### src/include/iicr_pkg.sv
// Package with register map, field layout, reset values and timing counts.
package iicr_pkg;

  // ----------------------------------------
  // Register offsets.
  // ----------------------------------------
  localparam logic [7:0] IICR_FMT_ADDR = 8'h21;
  localparam logic [7:0] IICR_DIV_ADDR = 8'h22;
  localparam logic [7:0] IICR_PHZ_ADDR = 8'h23;
  localparam logic [7:0] IICR_COMMIT_ADDR = 8'h24;

  // ----------------------------------------
  // Field positions.
  // ----------------------------------------
  localparam int IICR_CODING_BIT = 7;
  localparam int IICR_BUSW_LSB = 5;
  localparam int IICR_WORDW_BIT = 4;
  localparam int IICR_COMPLEX_DATA_SEL_BIT = 3;
  localparam int IICR_LAT_LSB = 0;
  localparam int IICR_DIV_LSB = 4;
  localparam int IICR_SPHZ_LSB = 4;
  localparam int IICR_YPHZ_LSB = 0;
  localparam int IICR_COMMIT_BIT = 7;

  // ----------------------------------------
  // Reset values and fixed read values.
  // ----------------------------------------
  localparam logic [7:0] IICR_FMT_RST = 8'h00;
  localparam logic [2:0] IICR_DIV_RST = 3'h0;
  localparam logic [7:0] IICR_PHZ_RST = 8'h00;
  localparam logic [3:0] IICR_FIXED_NIBBLE = 4'hF;

  // ----------------------------------------
  // Divider codes and half periods in converter clock cycles.
  // ----------------------------------------
  localparam logic [2:0] IICR_DIV_OFF = 3'h0;
  localparam logic [2:0] IICR_DIV_16 = 3'h1;
  localparam logic [2:0] IICR_DIV_32 = 3'h2;
  localparam logic [2:0] IICR_DIV_64 = 3'h4;
  localparam logic [5:0] IICR_HALF_16 = 6'h08;
  localparam logic [5:0] IICR_HALF_32 = 6'h10;
  localparam logic [5:0] IICR_HALF_64 = 6'h20;

  // Decoded input format settings.
  typedef struct packed {
    logic coding_select;
    logic [1:0] input_bus_width_sel;
    logic word_width_sel;
    logic complex_data_sel;
    logic [2:0] frame_sync_latency;
  } iicr_fmt_t;

  // Committed clock settings.
  typedef struct packed {
    logic [2:0] output_clock_divider;
    logic [3:0] sample_clock_phase;
    logic [3:0] sync_clock_phase;
  } iicr_clk_t;

  // Latency sequencer states.
  typedef enum logic [1:0] {
    IICR_IDLE = 2'b01,
    IICR_WAIT = 2'b10
  } iicr_state_t;

endpackage

### src/iicr_regs.sv
// Input interface configuration registers with clock divider and frame-sync latency.
`timescale 1ns/1ps
// What this block does
// - Coding bit 7 selects twos complement at 0, straight binary at 1.
// - Bits 6:5 select input bus width 4, 8, 16 or 32 bits.
// - Word width bit selects 8-bit words when clear, 16-bit when set.
// - Bit 3 selects real data at 0, complex data at 1.
// - Latency n starts sampling at output clock rising edge n+1 after frame-sync falls.
// - Divider 000 stops the output clock; 001, 010, 100 divide by 16, 32, 64.
// - Low four bits of the divider register always read 1111.
// - Sample clock phase in bits 7:4 picks one of sixteen phases.
// - Sync clock phase in bits 3:0 picks one of sixteen phases.
// - Format control register sits at address 0x21.
// - Divider and phase values apply only on a 0 to 1 commit bit edge.
module iicr_regs
  import iicr_pkg::*;
(
  input wire logic core_clk_in,
  input wire logic nrst_in,
  input wire logic reg_wr_in,
  input wire logic reg_rd_in,
  input wire logic [7:0] reg_addr_in,
  input wire logic [7:0] reg_wdata_in,
  input wire logic frame_sync_in,
  output logic [7:0] reg_rdata_out,
  output iicr_fmt_t fmt_out,
  output iicr_clk_t clk_cfg_out,
  output logic output_data_clock_out,
  output logic sample_start_out
);

  // ----------------------------------------
  // Register storage.
  // ----------------------------------------
  iicr_fmt_t fmt;
  logic [2:0] div_pend;
  logic [7:0] phz_pend;
  logic commit_bit;
  logic commit_rise;
  iicr_clk_t clk_act;

  assign commit_rise = reg_wr_in && (reg_addr_in == IICR_COMMIT_ADDR) &&
                       reg_wdata_in[IICR_COMMIT_BIT] && !commit_bit;

  // Format control register takes effect at once.
  always_ff @(posedge core_clk_in or negedge nrst_in) begin
    if (!nrst_in) begin
      fmt <= IICR_FMT_RST;
    end else if (reg_wr_in && reg_addr_in == IICR_FMT_ADDR) begin
      fmt.coding_select <= reg_wdata_in[IICR_CODING_BIT];
      fmt.input_bus_width_sel <= reg_wdata_in[IICR_BUSW_LSB +: 2];
      fmt.word_width_sel <= reg_wdata_in[IICR_WORDW_BIT];
      fmt.complex_data_sel <= reg_wdata_in[IICR_COMPLEX_DATA_SEL_BIT];
      fmt.frame_sync_latency <= reg_wdata_in[IICR_LAT_LSB +: 3];
    end
  end

  // Pending divider and phase values wait for a commit.
  always_ff @(posedge core_clk_in or negedge nrst_in) begin
    if (!nrst_in) begin
      div_pend <= IICR_DIV_RST;
      phz_pend <= IICR_PHZ_RST;
    end else begin
      if (reg_wr_in && reg_addr_in == IICR_DIV_ADDR) begin
        div_pend <= reg_wdata_in[IICR_DIV_LSB +: 3];
      end
      if (reg_wr_in && reg_addr_in == IICR_PHZ_ADDR) begin
        phz_pend <= reg_wdata_in;
      end
    end
  end

  // Commit bit stores the written level; a rising write copies pending to active.
  always_ff @(posedge core_clk_in or negedge nrst_in) begin
    if (!nrst_in) begin
      commit_bit <= 1'b0;
      clk_act <= '0;
    end else begin
      if (reg_wr_in && reg_addr_in == IICR_COMMIT_ADDR) begin
        commit_bit <= reg_wdata_in[IICR_COMMIT_BIT];
      end
      if (commit_rise) begin
        clk_act.output_clock_divider <= div_pend;
        clk_act.sample_clock_phase <= phz_pend[IICR_SPHZ_LSB +: 4];
        clk_act.sync_clock_phase <= phz_pend[IICR_YPHZ_LSB +: 4];
      end
    end
  end

  // Read data is registered one cycle after the read strobe.
  always_ff @(posedge core_clk_in or negedge nrst_in) begin
    if (!nrst_in) begin
      reg_rdata_out <= 8'h00;
    end else if (reg_rd_in) begin
      unique case (reg_addr_in)
        IICR_FMT_ADDR: reg_rdata_out <= fmt;
        IICR_DIV_ADDR: reg_rdata_out <= {1'b0, div_pend, IICR_FIXED_NIBBLE};
        IICR_PHZ_ADDR: reg_rdata_out <= phz_pend;
        IICR_COMMIT_ADDR: reg_rdata_out <= {commit_bit, 7'h00};
        default: reg_rdata_out <= 8'h00;
      endcase
    end
  end

  // Configuration outputs mirror the registers.
  always_ff @(posedge core_clk_in or negedge nrst_in) begin
    if (!nrst_in) begin
      fmt_out <= IICR_FMT_RST;
      clk_cfg_out <= '0;
    end else begin
      fmt_out <= fmt;
      clk_cfg_out <= clk_act;
    end
  end

  // ----------------------------------------
  // Output data clock divider.
  // ----------------------------------------
  logic [5:0] half_len;
  logic [5:0] div_cnt;
  logic dco_rise;

  // Reserved and zero codes give a zero half period, which holds the clock low.
  always_comb begin
    unique case (clk_act.output_clock_divider)
      IICR_DIV_16: half_len = IICR_HALF_16;
      IICR_DIV_32: half_len = IICR_HALF_32;
      IICR_DIV_64: half_len = IICR_HALF_64;
      default: half_len = 6'h00;
    endcase
  end

  // The divider restarts low on every commit so no runt phase follows a change.
  always_ff @(posedge core_clk_in or negedge nrst_in) begin
    if (!nrst_in) begin
      div_cnt <= 6'h00;
      output_data_clock_out <= 1'b0;
      dco_rise <= 1'b0;
    end else if (commit_rise || half_len == 6'h00) begin
      div_cnt <= 6'h00;
      output_data_clock_out <= 1'b0;
      dco_rise <= 1'b0;
    end else if (div_cnt == half_len - 6'h01) begin
      div_cnt <= 6'h00;
      output_data_clock_out <= !output_data_clock_out;
      dco_rise <= !output_data_clock_out;
    end else begin
      div_cnt <= div_cnt + 6'h01;
      dco_rise <= 1'b0;
    end
  end

  // ----------------------------------------
  // Frame-sync synchroniser and latency sequencer.
  // ----------------------------------------
  logic fs_s1;
  logic fs_s2;
  logic fs_s3;
  logic fs_level;
  logic fs_fall;
  iicr_state_t state;
  logic [2:0] edge_cnt;

  // Three stages; a change counts once the second and third agree.
  always_ff @(posedge core_clk_in or negedge nrst_in) begin
    if (!nrst_in) begin
      fs_s1 <= 1'b0;
      fs_s2 <= 1'b0;
      fs_s3 <= 1'b0;
      fs_level <= 1'b0;
    end else begin
      fs_s1 <= frame_sync_in;
      fs_s2 <= fs_s1;
      fs_s3 <= fs_s2;
      if (fs_s2 == fs_s3) begin
        fs_level <= fs_s3;
      end
    end
  end

  assign fs_fall = fs_level && (fs_s2 == fs_s3) && !fs_s3;

  // Count output clock rising edges after the fall and pulse at edge n+1.
  always_ff @(posedge core_clk_in or negedge nrst_in) begin
    if (!nrst_in) begin
      state <= IICR_IDLE;
      edge_cnt <= 3'h0;
      sample_start_out <= 1'b0;
    end else begin
      sample_start_out <= 1'b0;
      unique case (state)
        IICR_IDLE: begin
          edge_cnt <= 3'h0;
          if (fs_fall) begin
            state <= IICR_WAIT;
          end
        end
        IICR_WAIT: begin
          if (dco_rise) begin
            if (edge_cnt == fmt.frame_sync_latency) begin
              sample_start_out <= 1'b1;
              state <= IICR_IDLE;
            end else begin
              edge_cnt <= edge_cnt + 3'h1;
            end
          end
        end
        default: state <= IICR_IDLE;
      endcase
    end
  end

  // ----------------------------------------
  // Assertions and covers.
  // ----------------------------------------
  fixed_nibble_a: assert property (
    @(posedge core_clk_in) disable iff (!nrst_in)
    (reg_rd_in && reg_addr_in == IICR_DIV_ADDR) |=> reg_rdata_out[3:0] == 4'hF)
    else $error("Divider readback low nibble is not all fixed_high_nibble.");

  fmt_write_a: assert property (
    @(posedge core_clk_in) disable iff (!nrst_in)
    (reg_wr_in && reg_addr_in == 8'h21) |=> ##1 fmt_out == $past(reg_wdata_in, 2))
    else $error("Format register write did not reach the outputs.");

  coding_bit_a: assert property (
    @(posedge core_clk_in) disable iff (!nrst_in)
    (reg_wr_in && reg_addr_in == 8'h21) |=> ##1 fmt_out.coding_select == $past(reg_wdata_in[7], 2))
    else $error("Coding select does not follow bit 7.");

  no_commit_hold_a: assert property (
    @(posedge core_clk_in) disable iff (!nrst_in)
    !commit_rise |=> clk_act == $past(clk_act))
    else $error("Clock settings changed without a commit edge.");

  commit_apply_a: assert property (
    @(posedge core_clk_in) disable iff (!nrst_in)
    commit_rise |=> clk_act.sample_clock_phase == $past(phz_pend[7:4]) &&
      clk_act.sync_clock_phase == $past(phz_pend[3:0]) &&
      clk_act.output_clock_divider == $past(div_pend))
    else $error("Commit did not copy pending values.");

  stopped_clock_a: assert property (
    @(posedge core_clk_in) disable iff (!nrst_in)
    (half_len == 6'h00) |=> !output_data_clock_out)
    else $error("Output clock runs with a stop or reserved code.");

  div16_period_a: assert property (
    @(posedge core_clk_in) disable iff (!nrst_in)
    ($rose(output_data_clock_out) && clk_act.output_clock_divider == 3'h1) ##1
    (clk_act.output_clock_divider == 3'h1 && !commit_rise) [*7] |=>
    $fell(output_data_clock_out))
    else $error("Divide by 16 half period is not eight cycles.");

  latency_zero_a: assert property (
    @(posedge core_clk_in) disable iff (!nrst_in)
    (state == IICR_WAIT && dco_rise && edge_cnt == fmt.frame_sync_latency) |=>
    sample_start_out && state == IICR_IDLE)
    else $error("Sampling did not start at the programmed edge.");

  start_needs_wait_a: assert property (
    @(posedge core_clk_in) disable iff (!nrst_in)
    sample_start_out |-> $past(state == IICR_WAIT && dco_rise))
    else $error("Sampling start without a pending frame-sync.");

  bus_width_a: assert property (
    @(posedge core_clk_in) disable iff (!nrst_in)
    (reg_wr_in && reg_addr_in == IICR_FMT_ADDR) |=> ##1
    fmt_out.input_bus_width_sel == $past(reg_wdata_in[6:5], 2))
    else $error("Bus width select does not follow bits 6 to 5.");

  word_width_a: assert property (
    @(posedge core_clk_in) disable iff (!nrst_in)
    (reg_wr_in && reg_addr_in == IICR_FMT_ADDR) |=> ##1
    fmt_out.word_width_sel == $past(reg_wdata_in[4], 2))
    else $error("Word width select does not follow bit 4.");

  complex_sel_a: assert property (
    @(posedge core_clk_in) disable iff (!nrst_in)
    (reg_wr_in && reg_addr_in == IICR_FMT_ADDR) |=> ##1
    fmt_out.complex_data_sel == $past(reg_wdata_in[3], 2))
    else $error("Complex select does not follow bit 3.");

  sample_phase_a: assert property (
    @(posedge core_clk_in) disable iff (!nrst_in)
    commit_rise |=> ##1 clk_cfg_out.sample_clock_phase == $past(phz_pend[7:4], 2))
    else $error("Sample clock phase output does not follow the commit.");

  sync_phase_a: assert property (
    @(posedge core_clk_in) disable iff (!nrst_in)
    commit_rise |=> ##1 clk_cfg_out.sync_clock_phase == $past(phz_pend[3:0], 2))
    else $error("Sync clock phase output does not follow the commit.");

  start_pulse_a: assert property (
    @(posedge core_clk_in) disable iff (!nrst_in)
    sample_start_out |=> !sample_start_out)
    else $error("Sampling start pulse lasts more than one cycle.");

  fs_accept_a: assert property (
    @(posedge core_clk_in) disable iff (!nrst_in)
    (state == IICR_IDLE && fs_fall) |=> state == IICR_WAIT)
    else $error("Frame-sync fall did not start the latency count.");

  cov_commit_c: cover property (@(posedge core_clk_in) disable iff (!nrst_in) commit_rise);
  cov_div64_c: cover property (@(posedge core_clk_in) disable iff (!nrst_in)
    clk_act.output_clock_divider == 3'h4 && $rose(output_data_clock_out));
  cov_start_c: cover property (@(posedge core_clk_in) disable iff (!nrst_in)
    sample_start_out && fmt.frame_sync_latency == 3'h7);
  cov_lat0_c: cover property (@(posedge core_clk_in) disable iff (!nrst_in)
    sample_start_out && fmt.frame_sync_latency == 3'h0);

endmodule // iicr_regs

### config.mk
export PLATFORM = sky130hd
export DESIGN_NAME = iicr_regs
export DESIGN_NICKNAME = d
export VERILOG_FILES = /design/src/include/iicr_pkg.sv /design/src/iicr_regs.sv
export SDC_FILE = /design/constraint.sdc
export NUM_CORES = 1
export LEC_CHECK = 0
export ABC_AREA = 0
export BUFFER_PORTS_ARGS = -buffer_cell sky130_fd_sc_hd__buf_4
export CAP_MARGIN = 0
export CORE_AREA = 10 10 89 110
export CTS_BUF_LIST = sky130_fd_sc_hd__clkbuf_4 sky130_fd_sc_hd__clkbuf_8
export CTS_CLUSTER_DIAMETER = 80
export DETAILED_ROUTE_END_ITERATION = 6
export DIE_AREA = 0 0 99 120
export PLACE_DENSITY_LB_ADDON = 0.15
export SETUP_SLACK_MARGIN = 0.5
export SYNTH_ARGS = -nofsm -noshare
export SYNTH_HDL_FRONTEND = slang
export SYNTH_SLANG_ARGS = --single-unit
### constraint.sdc
create_clock -name core_clk_in -period 4.27 [get_ports core_clk_in]
set_input_delay 0.854 -clock core_clk_in [delete_from_list [all_inputs] [get_ports core_clk_in]]
set_output_delay 0.854 -clock core_clk_in [all_outputs]
set_load 0.02 [all_outputs]
# Yosys cells after proc, flatten, opt, wreduce, memory -nomap -nowiden
# Index checks and enable logic that the tools add are counted.
[totals]
in_bits = 21
ff_bits = 76
[classes]
add_sub_neg = 3
muxes = 18
n_eq_ne = 16
n_reduce_logical = 17
[ops]
columns = ["operator", "n"]
rows = [
  ["== test 8 x 6 -> 1 bit, second input constant", 4],
  ["case mux 8 bit (4 select lines)", 1],
  ["case mux 6 bit (3 select lines)", 1],
  ["two-way mux 6 bit", 2],
  ["logical AND 1 bit", 8],
  ["!= test 2 bit, second input constant", 4],
  ["two-way mux 1 bit", 7],
  ["adder 6 x 1 -> 6 bit, second input constant", 1],
  ["== test 6 bit", 1],
  ["logical NOT 6 bit", 1],
  ["two-way mux 2 bit", 3],
  ["two-way mux 3 bit", 2],
  ["case mux 3 bit (2 select lines)", 1],
  ["AND reduction 3 bit", 2],
  ["subtractor 6 x 1 -> 6 bit, second input constant", 1],
  ["case mux 2 bit (2 select lines)", 1],
  ["nonzero test 2 bit", 2],
  ["adder 3 x 1 -> 3 bit, second input constant", 1],
  ["== test 3 x 1 -> 1 bit, second input constant", 1],
  ["== test 3 x 2 -> 1 bit, second input constant", 1],
  ["== test 3 bit", 1],
  ["== test 3 bit, second input constant", 1],
  ["logical NOT 1 bit", 3],
  ["== test 2 x 1 -> 1 bit, second input constant", 1],
  ["3 further kinds", 3],
]

# Depth between registers and ports, before layout
# Gate-level depths: netlist of the first run.
[depth]
word_depth = 6
ltp_mapped = 7
mapped_depth_nobuf = 7

# Worst setup path after synthesis of the first run
# OpenSTA, ideal clock, no wires.
[synth_timing]
path_type = "input-to-reg"
from = "input reg_addr_in[4]"
to = "register clk_act[10] in the netlist's numbering"
cell_stages = 4
n_path_buf = 1
setup_ns = 0.125
arrival_ns = 2.253
setup_slack_ns = 1.892
required_ns = 4.145
cell_sequence = "or4b_4 -> nor4_4 -> buf_2 -> mux2_2"
[synth_via]
elab_chain_len = 4
[synth_rtl]
columns = ["element", "line", "rtl"]
rows = [
  ["start, declared", "iicr_regs.sv:22", "input wire logic [7:0] reg_addr_in,"],
  ["== test 8 x 6 -> 1 bit", "iicr_regs.sv:42", "assign commit_rise = reg_wr_in && (reg_addr_in == IICR_COMMIT_ADDR) &&"],
  ["logical AND 1 bit (2 in a row)", "iicr_regs.sv:42", ""],
  ["logical AND 1 bit", "iicr_regs.sv:43", "reg_wdata_in[IICR_COMMIT_BIT] && !commit_bit;"],
  ["end, declared", "iicr_regs.sv:40", "iicr_clk_t clk_act;"],
]
# Every way passes these cells.
# A chain may end at the register's enable or synchronous reset.

# Worst setup path in the final report of the first run
[layout_timing]
from = "register clk_act[9] in the netlist's numbering"
to = "register output_data_clock_out"
[layout_via]
elab_chain_len = 5
elab_cells_between_ends = 10
[layout_rtl]
columns = ["element", "line", "rtl"]
rows = [
  ["== test 3 bit, or another cell as far along", "iicr_regs.sv:125", "unique case (clk_act.output_clock_divider)"],
  ["case mux 6 bit (3 select lines) (*)", "iicr_regs.sv:125", ""],
  ["subtractor 6 x 1 -> 6 bit / logical NOT 6 bit (equally long branches)", "iicr_regs.sv:143, iicr_regs.sv:139", ""],
  ["== test 6 bit / logical OR 1 bit (equally long branches)", "iicr_regs.sv:143, iicr_regs.sv:139", ""],
  ["nonzero test 2 bit (no line) / two-way mux 1 bit (equally long branches)", "n/a", ""],
  ["end signal, assigned", "iicr_regs.sv:145", "output_data_clock_out <= !output_data_clock_out;"],
  ["end, declared", "iicr_regs.sv:28", "output logic output_data_clock_out,"],
]
# Every way passes the cells marked *; elsewhere a longest branch is shown, timed or not.

==> results of run 1 <==
==> stage by stage <==
step / power, mW / hold slack, ps / util (%) / cells
after floorplan: 0.796 / 331 / - / 230
after global placement: 0.845 / 338 / 46.0 / 367
after detailed placement: 0.846 / 339 / 46.0 / 367
after CTS: 1.48 / 356 / 49.0 / 383
after global routing: 1.53 / 373 / 49.0 / 383
final: 1.46 / 357 / 49.0 / 383
==> cell families (layout without fill, tap and decap cells) <==
logic type      Yosys count  count (layout)  share of synthesized area (%)
mux                      34              34                           12.4
xor+xnor                 12              12                           3.41
buf+inv                  19              77                           2.39
simple gates             59              59                           12.3
flops                    76              76                           61.7
compound gates           25              25                           5.76
fa+ha+maj                 5               5                           1.95
==> flip-flops by register name (all words and copies together) (netlist names), 2 cells and up <==
name	flops
edge_cnt	3
div_pend	3
reg_rdata_out	8
clk_cfg_out	11
fmt	8
state	2
clk_act	11
phz_pend	8
fmt_out	8
div_cnt	6
==> routing by layer <==
| metal | part of all wire (%) | wire length, microns |
|---|---|---|
| met1 | 42 | 2690 |
| met2 | 49 | 3170 |
| met3 | 5.8 | 369 |
| met4 | 2.9 | 183 |
| met5 | 0 | 0 |
==> placed cells by master, fill, tap and decap left out, types with 6 or more instances in the layout <==
cell,synthesis,final
dfrtp_1,75,75
nor3_1,7,7
buf_4,0,49
nor2_1,11,11
xor2_1,6,6
mux2_2,34,34
clkbuf_8,0,12
nand3_1,10,10
xnor2_1,6,6
inv_1,12,12
nand2_1,6,6
==> report_power, final <==
part	total [mW]	switching [mW]	internal [mW]
Sequential	0.750	0.0135	0.737
Combinational	0.0792	0.0448	0.0344
Clock	0.628	0.253	0.375
Total	1.46	0.311	1.15
==> worst max path at each step <==
| stage | from | end | cells past startpoint |
|---|---|---|---|
| finish | clk_act[9] | output_data_clock_out | 6 |
| global route | clk_act[9] | output_data_clock_out | 7 |
| CTS | clk_act[9] | output_data_clock_out | 6 |
| detailed placement | reg_addr_in[4] | output_data_clock_out | 5 |
| global placement | reg_addr_in[4] | clk_act[1] | 4 |
| floorplan | reg_addr_in[4] | clk_act[10] | 4 |
==> final cells by class <==
type | count | area [sq um]
fill | 705 | 3930
sequential | 76 | 1900
multi-input combinational | 135 | 1110
timing repair buffer | 49 | 368
clock buffer | 12 | 165
tap | 95 | 119
clock inverter | 4 | 70.1
inverter | 12 | 45.0
==> worst max-delay path: cells and delay by family, from the launching register on <==
family / cells / cell delay, ps
AND/OR/NAND/NOR: 3 / 1140
flip-flops: 1 / 440
multiplexers: 1 / 400
adder cells (fa/ha/maj): 1 / 300
XOR/XNOR: 1 / 150
==> results.json, run 1 <==
{
  "area_growth_pct": 22.5,
  "postCtsSetupBuffers": 0,
  "io_pins": 50,
  "maxSlewViolCount": 0,
  "antenna_found_initial": 0,
  "pre_cts_ws_ps": 1380,
  "cts.reportedPaths.clkPinSlew_ps": 70,
  "layout-drive-gt1-share_pct": 37.2,
  "cts_sinks": 76,
  "synth_most_common_cell": "dfrtp_1",
  "yosysSeqAreaShare_pct": 61.7,
  "cp_cell_sequence": "or3b_2 > ha_1 > xor2_1 > nand3_1 > nor3_1 > mux2_2",
  "synthArstFlopShare_pct": 100,
  "slowest_delay_ps": 570,
  "post_drt_wl_per_cell_microns": 16.7,
  "hp-start": "fs_s1",
  "hpwl_microns": 4500,
  "critPathRequiredTime_ps": 4510,
  "met3_usage_pct": 4.08,
  "yosys.area.top_type": "dfrtp_1",
  "synthTopCellsByArea": "dfrtp_1 (61%), mux2_2 (12%), xnor2_1 (1.7%)",
  "avgSynthCellArea_sq_um": 13.4,
  "hold-path-endpoint": "fs_s2",
  "cts.path.max_buffers": 2,
  "status": "complete, no violations",
  "yosysTopAreaCellShare_pct": 60.9,
  "max-cap-violations": 0,
  "grt_setup_unrepaired": "false",
  "drt-initial-drc-count": 66,
  "synth_seq_cells": 76,
  "skew_ps": 6.05,
  "yosysWarnings": 0,
  "die_w_microns": 99,
  "synthTopCellsByCount": "dfrtp_1 (75), mux2_2 (34), inv_1 (12), nor2_1 (11), nand3_1 (10)",
  "slew_headroom_pct": 37.2,
  "synth_edf_count": 0,
  "hold_violations": 0,
  "start_kind": "register",
  "track_usage_pct": 11.7,
  "die-height_microns": 120,
  "hold_depth": 0,
  "finalSetupViolations": 0,
  "powerDensity_nw_per_um2": 386,
  "fp-row-count": 36,
  "hold_buffers": 0,
  "crit_path_end_kind": "register",
  "syn_area_sq_um": 3080,
  "met1_usage_pct": 13.5,
  "grt-ovfl-total": 0,
  "tns_ps": 0,
  "gr-usage-met2_pct": 18.4,
  "clk_latency_ps": 350,
  "nets": 308,
  "antennaDiodeCount": 0,
  "start_util_pct": 40.0,
  "crit_path_max_fanout": 6,
  "first_pass_iters": 4,
  "grt_max_degree": 77,
  "cts_tree": "done",
  "slowest_stage": "nor3_1",
  "viasPerCell": 5.11,
  "r2r_end": "output_data_clock_out",
  "grt_pass1_wl_microns": 11100,
  "final_area_sq_um": 3780,
  "cts_max_level": 3,
  "synth-main-ff-cell": "dfrtp_1",
  "leakage_nw": 1.87,
  "worst_slew_pin_slew_ps": 935,
  "fmax_mhz": 394,
  "gp_congestion": 0.733,
  "global_route.peak_usage_layer": "met2",
  "io_buffers": 49,
  "syn_nets": 255,
  "grt_pass1_vias": 2198,
  "r2r-start": "clk_act[9]",
  "cts_resized": 0,
  "cts_root_buf": "clkbuf_8",
  "placed_area_sq_um": 3540,
  "worst_slack_ps": 1730,
  "reg2regPathDepth": 6,
  "hp-class": "register to register",
  "ff2ff_setup_slack_ps": 1730,
  "arrival_ps": 2780,
  "ys_types": 42,
  "cts_buffers": 9,
  "dieArea_sq_um": 11900,
  "ant_nets": 0,
  "vias": 1958,
  "drt_wl_total_microns": 6410,
  "drc": 0,
  "core_area_sq_um": 7700,
  "ir_drop_v": 0.000149,
  "period_share_pct": 59.4,
  "critical_path_class": "register to register",
  "fin_crit_ps": 2540,
  "syn_inst": 230
}
Note: power is estimated with default switching activity, not from simulation.
==> inputs of run 2 (changes only) <==
--- a/config.mk
+++ b/config.mk
@@ -5,14 +5,14 @@
 export SDC_FILE = /design/constraint.sdc
 export NUM_CORES = 1
 export LEC_CHECK = 0
-export ABC_AREA = 0
+export ABC_AREA = 1
 export BUFFER_PORTS_ARGS = -buffer_cell sky130_fd_sc_hd__buf_4
 export CAP_MARGIN = 0
-export CORE_AREA = 10 10 89 110
+export CORE_AREA = 10 10 90 112
 export CTS_BUF_LIST = sky130_fd_sc_hd__clkbuf_4 sky130_fd_sc_hd__clkbuf_8
 export CTS_CLUSTER_DIAMETER = 80
 export DETAILED_ROUTE_END_ITERATION = 6
-export DIE_AREA = 0 0 99 120
+export DIE_AREA = 0 0 100 122
 export PLACE_DENSITY_LB_ADDON = 0.15
 export SETUP_SLACK_MARGIN = 0.5
 export SYNTH_ARGS = -nofsm -noshare
==> constraint.sdc (replaced) <==
create_clock -name core_clk_in -period 2.28 [get_ports core_clk_in]
set_input_delay 0.456 -clock core_clk_in [delete_from_list [all_inputs] [get_ports core_clk_in]]
set_output_delay 0.456 -clock core_clk_in [all_outputs]
set_load 0.02 [all_outputs]
==> run 2 against run 1 <==
Against the previous run: cell count increased by 30%; non-clock buffer count increased by 10; total power increased by 96%; critical endpoint unchanged; cell area rose by 4.8%; clock skew up 1.8 ps; highest routed layer unchanged; die area is 2.7% higher; worst hold slack got worse by 300 ps; via count grew 19%; sequential power increased by 92%.
==> results.json, run 2 <==
{
  "crit_path_max_fanout": 6,
  "yosysWarnings": 0,
  "start_kind": "register",
  "leakage_nw": 2.05,
  "synth_most_common_cell": "nand2_1",
  "grt_pass1_vias": 2416,
  "critical_path_class": "register to register",
  "start_util_pct": 39.5,
  "layout-drive-gt1-share_pct": 27.6,
  "io_pins": 50,
  "hold_buffers": 0,
  "period_share_pct": 70.7,
  "yosys.area.top_type": "dfrtp_1",
  "synth-main-ff-cell": "dfrtp_1",
  "track_usage_pct": 11.3,
  "grt-ovfl-total": 0,
  "yosysSeqAreaShare_pct": 60.1,
  "die_w_microns": 100,
  "avgSynthCellArea_sq_um": 9.57,
  "met1_length_microns": 3020,
  "yosysTopAreaCellShare_pct": 59.3,
  "io_buffers": 49,
  "p_sw_uw": 684,
  "slew_headroom_pct": 69.6,
  "ir_drop_v": 0.000288,
  "wl_met2_microns": 3070,
  "core_area_sq_um": 8010,
  "synthTopCellsByArea": "dfrtp_1 (59%), nand2_1 (11%), nand3_1 (5.8%)",
  "crit_path_end_kind": "register",
  "swShare_pct": 24.0,
  "pre_cts_ws_ps": 499,
  "p_int_mw": 2.17,
  "grt_setup_unrepaired": "false",
  "antennaDiodeCount": 0,
  "powerDensity_nw_per_um2": 722,
  "grt_pass1_wl_microns": 11400,
  "p_clk_share_pct": 40.4,
  "antenna_found_initial": 0,
  "drc": 0,
  "hold_violations": 0,
  "p_seq_share_pct": 50.5,
  "fin_crit_ps": 1610,
  "tns_ps": 0,
  "finalSetupViolations": 0,
  "dieArea_sq_um": 12200,
  "cts_tree": "done",
  "cts.path.max_buffers": 2,
  "p_comb_share_pct": 9.1,
  "worst_slew_pin_slew_ps": 456,
  "reg_top3": "clk_act (11), clk_cfg_out (11)",
  "nets": 419,
  "die-height_microns": 122,
  "drt-initial-drc-count": 65,
  "gp_congestion": 0.772,
  "route.met3.wl_microns": 364,
  "hp-class": "primary input to asynchronous set/reset pin",
  "critPathRequiredTime_ps": 2560,
  "ys_types": 25,
  "first_pass_iters": 4,
  "cts_root_buf": "clkbuf_8",
  "cts_max_level": 3,
  "fp-row-count": 37,
  "startpoint": "clk_act[8]",
  "status": "complete, no violations",
  "synthArstFlopShare_pct": 100,
  "mostFrequentLayoutCells": "nand2_1 (87), dfrtp_1 (72), buf_4 (58)",
  "post_drt_wl_per_cell_microns": 13.2,
  "max-cap-violations": 0,
  "hpwl_microns": 4860,
  "syn_area_sq_um": 3170,
  "skew_ps": 7.82,
  "r2r-start": "clk_act[8]",
  "cts_sinks": 76,
  "maxSlewViolCount": 0,
  "synth_edf_count": 0,
  "syn_inst": 331,
  "arrival_ps": 1890,
  "vias": 2327,
  "synth_seq_cells": 76,
  "cts_buffers": 9,
  "clk_latency_ps": 340,
  "fmax_mhz": 620,
  "worst_slack_ps": 667,
  "drt_wl_total_microns": 6560,
  "layout_commonest_cell": "nand2_1",
  "ant_nets": 0,
  "synthTopCellsByCount": "nand2_1 (89), dfrtp_1 (75), inv_1 (39), nand3_1 (37), nor2_1 (21)",
  "grt_max_degree": 43,
  "viasPerCell": 4.69,
  "area_growth_pct": 24.9,
  "syn_nets": 356,
  "cts.reportedPaths.clkPinSlew_ps": 80,
  "highest_layer": "met4"
}
## run 2: cell types whose count changed in the layout (fill, tap and decap cells not counted), moves of 5 or more
cell     change
nand3_1     +26
nor2_1       +9
o21ai_2     +16
mux2_2      -34
o21ai_0     +13
buf_4        +9
nand2_1     +81
nor3_1       -5
inv_1       +25
## run 2: routing by layer
metal | up-vias | GRT usage (%)
met4 | 0 | 4.69
li1 | 1177 | -
met3 | 8 | 4.13
met1 | 1094 | 13.7
met5 | - | 0
met2 | 48 | 17.9
## run 2: power by group through the flow
stage	Sequential [mW]	Clock [mW]	Combinational, mW
2_1_floorplan	1.47	0	0.140
3_3_place_gp	1.47	0	0.252
3_5_place_dp	1.47	0	0.258
4_1_cts	1.44	1.18	0.259
5_1_grt	1.45	1.23	0.307
6_report	1.44	1.15	0.261
## run 2: worst paths after layout
kind	end	slack, ps	cells after the start
worst max-delay path	output_data_clock_out	670	12
worst min-delay path	clk_cfg_out[6]	60	1
worst max register to register	output_data_clock_out	670	12
worst min register to register	fs_s2	350	0
max in group asynchronous	state[0]	1590	2
min in group core_clk_in	fs_s1	220	1
## run 2: final cells by class
type | count | area, sq um
repair buffers | 59 | 455
clock buffers | 12 | 153
flip-flops and latches | 76 | 1910
well taps | 97 | 121
multi-input cells | 207 | 1090
fillers | 748 | 4050
inverters | 41 | 154
clock inverters | 4 | 72.6
## run 2: stage by stage
step	area (sq um)	cells	power [mW]	util [%]	hold WS, ps
after floorplan	3170	331	1.61	-	160
after global placement	3650	474	1.72	45.6	334
after detailed placement	3650	474	1.73	45.6	339
after CTS	3880	490	2.88	48.4	69.0
after global routing	3960	496	2.99	49.4	92.9
final	3960	496	2.86	49.4	59.9
## run 2: cell families after synthesis
kind of cell,synth area share [%]
AOI/OAI and AO/OA,7.74
buffers and inverters,6.32
adders and majority gates,1.58
xor gates and xnor gates,1.94
DFF,60.1
and+or+nand+nor,22.3
## run 2: critical path, stage by stage, from the launching register on
cell     delay, ps
dfrtp_2        440
inv_2           80
nand3_2        110
ha_4           260
inv_1           40
nand2_1         40
nand2_1         60
nand2_1         50
nor2_1         110
nand2_2        110
nor2_1         120
nand2_1         70
nand2_1         60
## run 2: repair_timing
item / CTS / global route
buffers inserted: 0 / 6
resized for setup: 0 / 11
setup endpoints to repair: 0 / 6
==> inputs of run 3 (changes only) <==
==> constraint.sdc (replaced) <==
create_clock -name core_clk_in -period 1.7 [get_ports core_clk_in]
set_input_delay 0.34 -clock core_clk_in [delete_from_list [all_inputs] [get_ports core_clk_in]]
set_output_delay 0.34 -clock core_clk_in [all_outputs]
set_load 0.02 [all_outputs]
==> run 3 against run 2 <==
Against the previous run: clock-buffer cell count is 1 lower; register-to-register slack got worse by 510 ps; cell count up 3.0%; combinational power is 65% higher; critical path type unchanged; clock skew increased by 1.8 ps.
==> results.json, run 3 (synthesized netlist as in run 2, its figures left out) <==
{
  "drt-initial-drc-count": 91,
  "crit_path_end_kind": "register",
  "finalSetupViolations": 0,
  "fmax_mhz": 648,
  "gp_congestion": 0.854,
  "slew_headroom_pct": 72.2,
  "grt-ovfl-total": 0,
  "hp-class": "primary input to register",
  "vias": 2412,
  "layout-drive-gt1-share_pct": 34.8,
  "track_usage_pct": 12.0,
  "dieArea_sq_um": 12200,
  "hpwl_microns": 5090,
  "critical_path_class": "register to register",
  "die_w_microns": 100,
  "post_drt_wl_per_cell_microns": 13.6,
  "drt_wl_total_microns": 6970,
  "start_util_pct": 39.5,
  "antennaDiodeCount": 0,
  "layout_commonest_cell": "nand2_1",
  "clk_latency_ps": 340,
  "leakage_nw": 2.19,
  "ant_nets": 0,
  "cts_tree": "done",
  "grt_setup_unrepaired": "true",
  "viasPerCell": 4.72,
  "whs_ps": 99.6,
  "grt_pass1_vias": 2376,
  "period_share_pct": 90.8,
  "maxSlewViolCount": 0,
  "grt_max_degree": 32,
  "io_buffers": 49,
  "area_growth_pct": 36.8,
  "io_pins": 50,
  "die-height_microns": 122,
  "cts.path.max_buffers": 2,
  "reg_top3": "clk_act (11), clk_cfg_out (11)",
  "drc": 0,
  "start_kind": "register",
  "hold_violations": 0,
  "mostFrequentLayoutCells": "nand2_1 (79), dfrtp_1 (75), buf_4 (41)",
  "first_pass_iters": 4,
  "core_area_sq_um": 8010,
  "fin_crit_ps": 1540,
  "crit_path_max_fanout": 6,
  "stdcell_count": 511,
  "cts_max_level": 3,
  "nFillCells": 720,
  "antenna_found_initial": 0,
  "powerDensity_nw_per_um2": 896,
  "fin_util_pct": 54.1,
  "arrival_ps": 1830,
  "nets": 434,
  "critPathRequiredTime_ps": 1990,
  "cts_root_buf": "clkbuf_8",
  "cts.reportedPaths.clkPinSlew_ps": 80,
  "worst_slew_pin_slew_ps": 417,
  "cts_buffers": 9,
  "max-cap-violations": 0,
  "grt_pass1_wl_microns": 11500,
  "place_inst": 478,
  "fp-row-count": 37,
  "ir_drop_v": 0.000476,
  "cts_sinks": 76,
  "status": "complete, no violations",
  "skew_ps": 9.60
}
[run 3: path summary, 6_finish.rpt]
check                         startpoint               endpoint  slack, ps  cells past startpoint
setup / recovery             clk_act[10]  output_data_clock_out        160                     11
hold / removal             frame_sync_in                  fs_s1        100                      1
setup reg to reg             clk_act[10]  output_data_clock_out        160                     11
hold reg to reg                    fs_s1                  fs_s2        360                      0
max in group asynchronous        nrst_in         clk_cfg_out[6]        750                      3
min in group asynchronous        nrst_in               fs_level        470                      2
[run 3: through the flow]
| step | area [sq um] | power [mW] | TNS (ps) | setup slack [ps] |
|---|---|---|---|---|
| final | 4330 | 3.88 | 0 | 156 |
| after global routing | 4330 | 4.06 | -32.3 | -31.6 |
| after CTS | 4250 | 3.90 | 0 | 122 |
| after detailed placement | 3790 | 2.34 | -9.61 | -4.86 |
| after global placement | 3790 | 2.34 | 0 | 68.2 |
| after floorplan | 3270 | 2.17 | 0 | 155 |
[run 3: critical path, cell delays in order (launching register included)]
cell     delay (ps)
dfrtp_1         420
nor2_2          120
nand2_2          90
ha_4            280
nand2_2          40
nand2_1          50
nand2_1          40
nor2_1          100
nand2_2         110
nor2_1          100
nand2_1          70
nand2_1          60
[run 3: where the power goes]
group	internal (mW)	switching (mW)
Combinational	0.170	0.260
Sequential	1.89	0.0512
Clock	0.876	0.637
Total	2.93	0.948
[run 3: repair_timing]
action | CTS | global route
endpoints found under the hold margin | 28 | 0
setup endpoints to repair | 41 | 55
pin swaps | 8 | 9
gates resized for setup | 39 | 15
hold buffers | 1 | 0
buffers inserted | 11 | 5
gates cloned | 0 | 0
[run 3: final cells by class]
type | instances | area [sq um] | area share (%)
Timing Repair Buffer | 74 | 704 | 16.3
Tap cell | 97 | 121 | 2.80
Clock inverter | 5 | 75.1 | 1.73
Inverter | 41 | 183 | 4.22
Sequential cell | 76 | 1900 | 43.9
Clock buffer | 11 | 145 | 3.35
Multi-Input combinational cell | 207 | 1200 | 27.7
[run 3: per-layer routing]
| layer | vias to the layer above | GRT usage (%) | routed length, microns |
|---|---|---|---|
| met3 | 10 | 3.96 | 350 |
| met4 | 0 | 6.19 | 151 |
| met5 | - | 0 | 0 |
| met2 | 53 | 19.9 | 3700 |
| met1 | 1139 | 13.3 | 2770 |
| li1 | 1210 | - | - |
